`src/design/wof_regs.svh`:
```
// wof_regs.svh: constants for the waveform output formatter.
// assumes: included by bare name from the package, the formatter, the assertions and the testbench.
`ifndef WOF_REGS_SVH
`define WOF_REGS_SVH

`define WOF_HOLE_BYTE      8'h7d
`define WOF_HOLE_WORD      16'h7a00
`define WOF_HOLE_MARK      16'h8000
`define WOF_FMT_TEXT       2'h0
`define WOF_FMT_BINARY     2'h1
`define WOF_FMT_BYTE       2'h2
`define WOF_FMT_WORD       2'h3
`define WOF_FIFO_DEPTH     4
`define WOF_POINTS_W       24

`endif

```
`src/design/wof_pkg.sv`:
```
// wof_pkg.sv: types shared by the waveform output formatter.
// assumes: wof_regs.svh is on the include path.
`include "wof_regs.svh"

package wof_pkg;

    typedef enum logic [1:0]
    {
        WOF_SRC_ANALOG,
        WOF_SRC_POD_SINGLE,
        WOF_SRC_POD_ALL,
        WOF_SRC_HISTOGRAM
    } wof_src_e;

    typedef enum logic [1:0]
    {
        WOF_ST_IDLE,
        WOF_ST_FETCH,
        WOF_ST_SEND
    } wof_state_e;

endpackage : wof_pkg

```
`src/design/wof_fifo.sv`:
```
// wof_fifo.sv: small flip-flop FIFO with valid/ready on both sides.
// assumes: one clock, asynchronous active-low reset.
`timescale 1ns/10ps

module wof_fifo #(
    parameter int WIDTH = 8,
    parameter int DEPTH = 4
) (
    input  wire logic             clk_sys,   // system clock
    input  wire logic             resetn,    // async reset, active low
    input  wire logic [WIDTH-1:0] in_data,   // write data
    input  wire logic             in_valid,  // write request
    output logic                  in_ready,  // space available
    output logic      [WIDTH-1:0] out_data,  // head entry
    output logic                  out_valid, // head entry present
    input  wire logic             out_ready  // reader takes head
);
    localparam int AW = (DEPTH > 1) ? $clog2(DEPTH) : 1;

    typedef struct packed {
        logic [DEPTH-1:0][WIDTH-1:0] mem;
        logic [AW-1:0]               wptr;
        logic [AW-1:0]               rptr;
        logic [AW:0]                 count;
    } wof_fifo_s;

    wof_fifo_s st_reg;
    wof_fifo_s st_next;
    logic      push;
    logic      pop;

    assign in_ready  = (st_reg.count != DEPTH[AW:0]);
    assign out_valid = (st_reg.count != '0);
    assign out_data  = st_reg.mem[st_reg.rptr];
    assign push      = in_valid && in_ready;
    assign pop       = out_valid && out_ready;

    always_comb
    begin
        st_next = st_reg;
        if (push)
        begin
            st_next.mem[st_reg.wptr] = in_data;
            st_next.wptr = (st_reg.wptr == AW'(DEPTH - 1)) ? '0 : st_reg.wptr + 1'b1;
        end
        if (pop)
        begin
            st_next.rptr = (st_reg.rptr == AW'(DEPTH - 1)) ? '0 : st_reg.rptr + 1'b1;
        end
        st_next.count = st_reg.count + {{AW{1'b0}}, push} - {{AW{1'b0}}, pop};
    end

    always_ff @(posedge clk_sys or negedge resetn)
    begin
        if (!resetn)
            st_reg <= '0;
        else
            st_reg <= st_next;
    end

endmodule : wof_fifo

```
`src/design/wof_formatter.sv`:
```
// wof_formatter.sv: turns stored 16-bit waveform samples into host bytes.
// assumes: a sample memory answers a read in the same cycle as the address,
// and the host link drains bytes with a valid/ready handshake.
// Function
// - byte mode sends signed 8-bit samples
// - byte mode hole code is 125
// - narrow 16-bit samples to 8 bits
// - all-pods source in byte mode errors
// - word mode sends 16-bit as two bytes
// - byte order chooses high or low first
// - word mode analog hole is 31232
// - digital channels never get hole codes
// - binary analog uses word encoding
// - binary single pod bytes, all-pods words
// - binary histogram sends 32-bit, no holes
// - histogram byte order follows setting
// - format query returns current mode
// - points query returns record length
// - text mode selected after reset
`timescale 1ns/10ps
`include "wof_regs.svh"

module wof_formatter #(
    parameter int POINTS_W = `WOF_POINTS_W,
    parameter int DEPTH    = `WOF_FIFO_DEPTH
) (
    input  wire logic                clk_sys,        // 20 MHz system clock
    input  wire logic                resetn,         // async reset, active low
    input  wire logic                fmt_write,      // pulse: load new format
    input  wire logic [1:0]          fmt_value,      // format code to load
    output logic      [1:0]          fmt_current,    // current format code
    input  wire logic                byte_order_setting, // 1: high_byte_first
    input  wire wof_pkg::wof_src_e   src_select,     // selected source
    input  wire logic [POINTS_W-1:0] src_points,     // buckets in selected record
    output logic      [POINTS_W-1:0] points_answer,  // points query reply
    input  wire logic                start,          // pulse: begin download
    output logic                     busy,           // download running
    output logic                     fmt_error,      // pulse: byte mode refused
    output logic      [POINTS_W-1:0] mem_addr,       // sample address
    output logic                     mem_rd,         // sample read strobe
    input  wire logic [31:0]         mem_data,       // sample, valid in the rd cycle
    input  wire logic                mem_hole,       // location unfilled
    output logic      [7:0]          out_byte,       // byte to host
    output logic                     out_valid,      // byte present
    input  wire logic                out_ready       // host takes byte
);
    typedef struct packed {
        wof_pkg::wof_state_e  state;
        logic [1:0]           fmt;
        logic [POINTS_W-1:0]  addr;
        logic [POINTS_W-1:0]  total;
        logic [31:0]          word;
        logic [1:0]           nbytes;
        logic [1:0]           idx;
        logic                 hi_first;
        logic                 err;
        logic [POINTS_W-1:0]  points;
    } wof_fmt_s;

    wof_fmt_s st_reg;
    wof_fmt_s st_next;
    logic [7:0]  fifo_din;
    logic        fifo_push;
    logic        fifo_ready;
    logic [1:0]  enc_bytes;
    logic [31:0] enc_word;
    logic [1:0]  sel;
    logic        hole_ok;
    logic [15:0] s16;

    wof_fifo #(
        .WIDTH (8),
        .DEPTH (DEPTH)
    ) u_fifo (
        .clk_sys   (clk_sys),
        .resetn    (resetn),
        .in_data   (fifo_din),
        .in_valid  (fifo_push),
        .in_ready  (fifo_ready),
        .out_data  (out_byte),
        .out_valid (out_valid),
        .out_ready (out_ready)
    );

    assign fmt_current   = st_reg.fmt;
    assign points_answer = st_reg.points;
    assign busy          = (st_reg.state != wof_pkg::WOF_ST_IDLE);
    assign fmt_error     = st_reg.err;
    assign mem_addr      = st_reg.addr;
    assign mem_rd        = (st_reg.state == wof_pkg::WOF_ST_FETCH);

    // width of one output word from format and source
    always_comb
    begin
        enc_bytes = 2'd1;
        case (st_reg.fmt)
            `WOF_FMT_BYTE:
                enc_bytes = 2'd0;
            `WOF_FMT_WORD:
                enc_bytes = 2'd1;
            `WOF_FMT_BINARY:
                case (src_select)
                    wof_pkg::WOF_SRC_HISTOGRAM:  enc_bytes = 2'd3;
                    wof_pkg::WOF_SRC_POD_SINGLE: enc_bytes = 2'd0;
                    default:                     enc_bytes = 2'd1;
                endcase
            default:
                enc_bytes = 2'd1;
        endcase
    end

    // holes only for analog data outside histogram
    assign hole_ok = mem_hole && (src_select == wof_pkg::WOF_SRC_ANALOG);
    assign s16     = mem_data[15:0];

    always_comb
    begin
        enc_word = mem_data;
        if (enc_bytes == 2'd0)
        begin
            // arithmetic shift keeps the sign; each 8-bit code covers 256 wide values
            enc_word = {24'h000000, s16[15:8]};
            if (hole_ok)
                enc_word = {24'h000000, `WOF_HOLE_BYTE};
            else if (src_select != wof_pkg::WOF_SRC_ANALOG)
                enc_word = {24'h000000, mem_data[7:0]};
        end
        else if (enc_bytes == 2'd1)
        begin
            enc_word = {16'h0000, s16};
            if (hole_ok)
                enc_word = {16'h0000, `WOF_HOLE_WORD};
        end
    end

    // byte lane picked by order; idx counts sent bytes
    assign sel      = st_reg.hi_first ? (st_reg.nbytes - st_reg.idx) : st_reg.idx;
    assign fifo_din = st_reg.word[8*sel +: 8];
    assign fifo_push = (st_reg.state == wof_pkg::WOF_ST_SEND);

    always_comb
    begin
        st_next = st_reg;
        st_next.err = 1'b0;
        st_next.points = src_points;
        if (fmt_write)
            st_next.fmt = fmt_value;
        case (st_reg.state)
            wof_pkg::WOF_ST_IDLE:
            begin
                if (start)
                begin
                    if ((st_reg.fmt == `WOF_FMT_BYTE) && (src_select == wof_pkg::WOF_SRC_POD_ALL))
                        st_next.err = 1'b1;
                    else if (src_points != '0)
                    begin
                        st_next.state    = wof_pkg::WOF_ST_FETCH;
                        st_next.addr     = '0;
                        st_next.total    = src_points;
                        st_next.hi_first = byte_order_setting;
                    end
                end
            end
            wof_pkg::WOF_ST_FETCH:
            begin
                st_next.state  = wof_pkg::WOF_ST_SEND;
                st_next.word   = enc_word;
                st_next.nbytes = enc_bytes;
                st_next.idx    = 2'd0;
            end
            wof_pkg::WOF_ST_SEND:
            begin
                // the fifo holds bytes while the host stalls; each fetch cycle still leaves a gap in the stream
                if (fifo_ready)
                begin
                    st_next.idx = st_reg.idx + 2'd1;
                    if (st_reg.idx == st_reg.nbytes)
                    begin
                        st_next.addr = st_reg.addr + 1'b1;
                        if (st_reg.addr == st_reg.total - 1'b1)
                            st_next.state = wof_pkg::WOF_ST_IDLE;
                        else
                            st_next.state = wof_pkg::WOF_ST_FETCH;
                    end
                end
            end
            default:
                st_next.state = wof_pkg::WOF_ST_IDLE;
        endcase
    end

    always_ff @(posedge clk_sys or negedge resetn)
    begin
        if (!resetn)
        begin
            st_reg     <= '0;
            st_reg.fmt <= `WOF_FMT_TEXT;
        end
        else
            st_reg <= st_next;
    end

endmodule : wof_formatter

```
`config.mk`:
```
export PLATFORM = sky130hd
export DESIGN_NAME = wof_formatter
export DESIGN_NICKNAME = d
export VERILOG_FILES = /design/src/design/wof_pkg.sv /design/src/design/wof_fifo.sv /design/src/design/wof_formatter.sv
export VERILOG_INCLUDE_DIRS = /design/src /design/src/design
export SDC_FILE = /design/constraint.sdc
export NUM_CORES = 1
export LEC_CHECK = 0
export BUFFER_PORTS_ARGS = -buffer_cell sky130_fd_sc_hd__buf_4
export CAP_MARGIN = 20
export CORE_UTILIZATION = 35
export CTS_CLUSTER_SIZE = 16
export DETAILED_ROUTE_END_ITERATION = 10
export MAX_ROUTING_LAYER = met4
export PLACE_DENSITY = 0.62
export SLEW_MARGIN = 15
export SYNTH_ARGS = -nofsm -noshare
export SYNTH_HDL_FRONTEND = slang
export SYNTH_SLANG_ARGS = --single-unit
```
`constraint.sdc`:
```
create_clock -name clk_sys -period 2.6 [get_ports clk_sys]
set_input_delay 0.52 -clock clk_sys [delete_from_list [all_inputs] [get_ports clk_sys]]
set_output_delay 0.52 -clock clk_sys [all_outputs]
set_load 0.1 [all_outputs]
```
==> results.toml <==
[clocking]
cts_tree = "built"
clkTransAtPathRegs_ps = 70
cts-buffers-inserted = 17
postCtsSetupBuffers = 0
clock-sinks = 153
cts_root_buf = "clkbuf_16"
cts_buffer_depth = 2
cts_max_level = 4
insertion_delay_ps = 430

[sta]
layout_min_cycle_time_ps = 2490
setup_viol = 0
maxSlewHeadroom_pct = 48.19
max_freq_mhz = 401.7
setup_tns_ps = 0
skew_ps = 10.77
grt_setup_unrepaired = "false"
hold_violations = 0
whs_ps = 96.89
worst_pin_slew_ps = 775.5
fin_crit_sh_pct = 95.75
final_max_slew_viol_count = 0

[die]
row_count = 53
die-height_um = 150.6
initial_utilization_pct = 36.19
coreArea_mm2 = 0.02135
die_area_mm2 = 0.02268
fp.dieW_um = 150.6
io_pins = 129

[global_route]
grt_use_total_pct = 17.84
antenna_found_initial = 0
grt_pass1_vias = 5688
grt_pass1_wl_mm = 30.00
grt_max_degree = 64
grt_remaining_overflow = 0

[detailed_routing]
drt-pass1-iter-count = 4
drtIter0Drc = 256
vias = 5650
drc = 0
ant_nets = 0
wl_mm = 18.39
routed_via_density = 4.934
wl_per_cell_um = 16.06

[power_and_ir_drop]
p_leak_nw = 4.293
ir_drop_mv = 0.5742
power_mw = 11.00
power.density_mw_per_mm2 = 1166

[placed_design]
gp_congestion = 0.8648
hpwl_mm = 13.38
io_buffers = 128
placed_cells = 1113

[synth]
syn-instance-count = 763
synth_seq_cells = 153
yosysSeqAreaShare_pct = 49.55
syn-mean-instance-area_um2 = 10.13
async_flop_share_pct = 100.0
netlist_area_mm2 = 0.007727
synth_flop_cell = "dfrtp_1"
synth_edf_count = 0
yosysUniqueCellTypes = 62
synth_fp_nets = 843
yosys_warnings = 0

[cells_and_area]
nets = 937
fin_util_pct = 44.20
antenna_cells = 0
largest_register_ffs = 63
syn_to_final_growth_pct = 22.15
stdcell_count = 1145
fill_cells = 2052
drive_above_1_share_pct = 28.28

[worst_setup_path]
crit_chain = "nor4_4, nand4_4, or3_1, xnor2_1, or4_4, a2111oi_4, a31oi_1"
cp_data_arrival_time_ps = 2790
timing.rr.end = "st_reg[112]"
timing.critical_path.from = "st_reg[70]"
rrSetupSlack_ps = 110
slowest_delay_ps = 550
cp_max_fo = 2
crit_end = "st_reg[112]"
worst_r2r_path_depth = 7
critical_path_class = "register to register"
critPathCaptureType = "register"
cp.required_ps = 2900
reg2reg_from = "st_reg[70]"
crit_path_top_delay_cell = "or4_4"
startpoint_type = "register"

[flow_run]
cap_violations = 0

[status]
outcome = "finished, final reports clean"

[worst_hold_path]
hp-class = "primary input to async pin"
## routing by layer
layer  vias to the layer above  wire length [µm]  GRT usage (%)
li1                       2781                 -              -
met1                      2712              9188          25.38
met2                       129              8097          25.14
met3                        28               712          2.970
met4                         0               394          7.150
met5                         -                 0              -
## final cells by class
type                    instances  area [µm²]  area share, %
clock buffers                  17       425.4          4.507
inverters                      19       71.32         0.7556
clock inverters                15       182.7          1.935
multi-input cells             507        3349          35.49
flip-flops and latches        153        3831          40.59
repair buffers                159        1235          13.08
well taps                     275       344.1          3.645
## stage by stage
step                instance area [µm²]  worst slack [ps]
floorplan                          7747            -26.38
global placement                   8817             69.69
detailed placement                 8817             55.21
CTS                                9425             54.61
global route                       9439             1.801
finish                             9439             110.5
## critical path: cells and delay by family, from the launching register on
kind	cells	cell delay, ps
simple gates	4	1350
compound gates	2	430
flops	1	420
xor+xnor	1	140
## power by group
part           leakage [nW]  total [mW]  internal [mW]  switching (mW)
Sequential             1.94        3.63           3.07           0.563
Clock                 0.295        2.54           1.45            1.09
Combinational          2.06        4.84           1.69            3.15
## synth_stat cells, types with 6 or more instances
master	number	area, µm²
dfrtp_1	153	3829
nand2_1	121	454.2
o21ai_0	63	315.3
buf_4	50	375.4
nor2_1	49	183.9
xnor2_1	33	289.0
clkbuf_1	25	93.84
nor3_1	25	125.1
mux2_2	23	259.0
nand3_1	23	115.1
xor2_1	23	201.4
a22o_1	20	175.2
inv_1	19	71.32
ha_1	12	150.1
a21oi_1	9	45.04
nor4_1	9	56.30
mux4_2	8	180.2
nand4_1	6	37.54
o41ai_1	6	52.55
or3_1	6	37.54
## timing repair
item,4_1_cts,5_1_grt
endpoints found under the hold margin,0,0
gates resized for setup,0,3
endpoints found under the setup margin,0,1
hold buffers,0,0
## cell usage in the layout (no fill, tap or decap), types with 5 or more instances in the layout
cell type  Yosys  layout
nor3_1        25      24
nor4_1         9       9
inv_1         19      19
o41ai_1        6       6
o21ai_0       63      62
or3_1          6       5
nand4_1        6       6
xor2_1        23      23
mux2_2        23      23
buf_4         50     155
clkbuf_16      0      17
xnor2_1       33      33
a22o_1        20      20
nand2_1      121     121
mux4_2         8       8
nand3_1       23      23
dfrtp_1      153     151
nor2_1        49      49
a21oi_1        9       9
and4_1         5       5
ha_1          12      12
and3_1         5       5
inv_6          0       6
## logic make-up (layout without fill, tap and decap cells)
group | after synthesis | after routing | share of synthesized area, %
XOR/XNOR | 56 | 56 | 6.347
flip-flops | 153 | 153 | 49.55
buffers and inverters | 103 | 210 | 7.675
adder cells (fa/ha/maj) | 13 | 13 | 2.202
AO/OA/AOI/OAI | 117 | 117 | 9.602
multiplexers | 35 | 35 | 6.201
AND/OR/NAND/NOR | 286 | 286 | 18.43
## worst min path at each step
stage | slack [ps] | from | end | cells after the start
2_1_floorplan | 220 | resetn | fmt_current[0] | 0
3_3_place_gp | 460 | u_fifo.st_reg[38] | u_fifo.st_reg[38] | 2
3_5_place_dp | 460 | st_reg[33] | st_reg[33] | 2
4_1_cts | 100 | resetn | st_reg[85] | 1
5_1_grt | 140 | resetn | mem_addr[20] | 1
6_report | 100 | resetn | st_reg[85] | 1
Note: power is estimated with default switching activity, not from simulation.
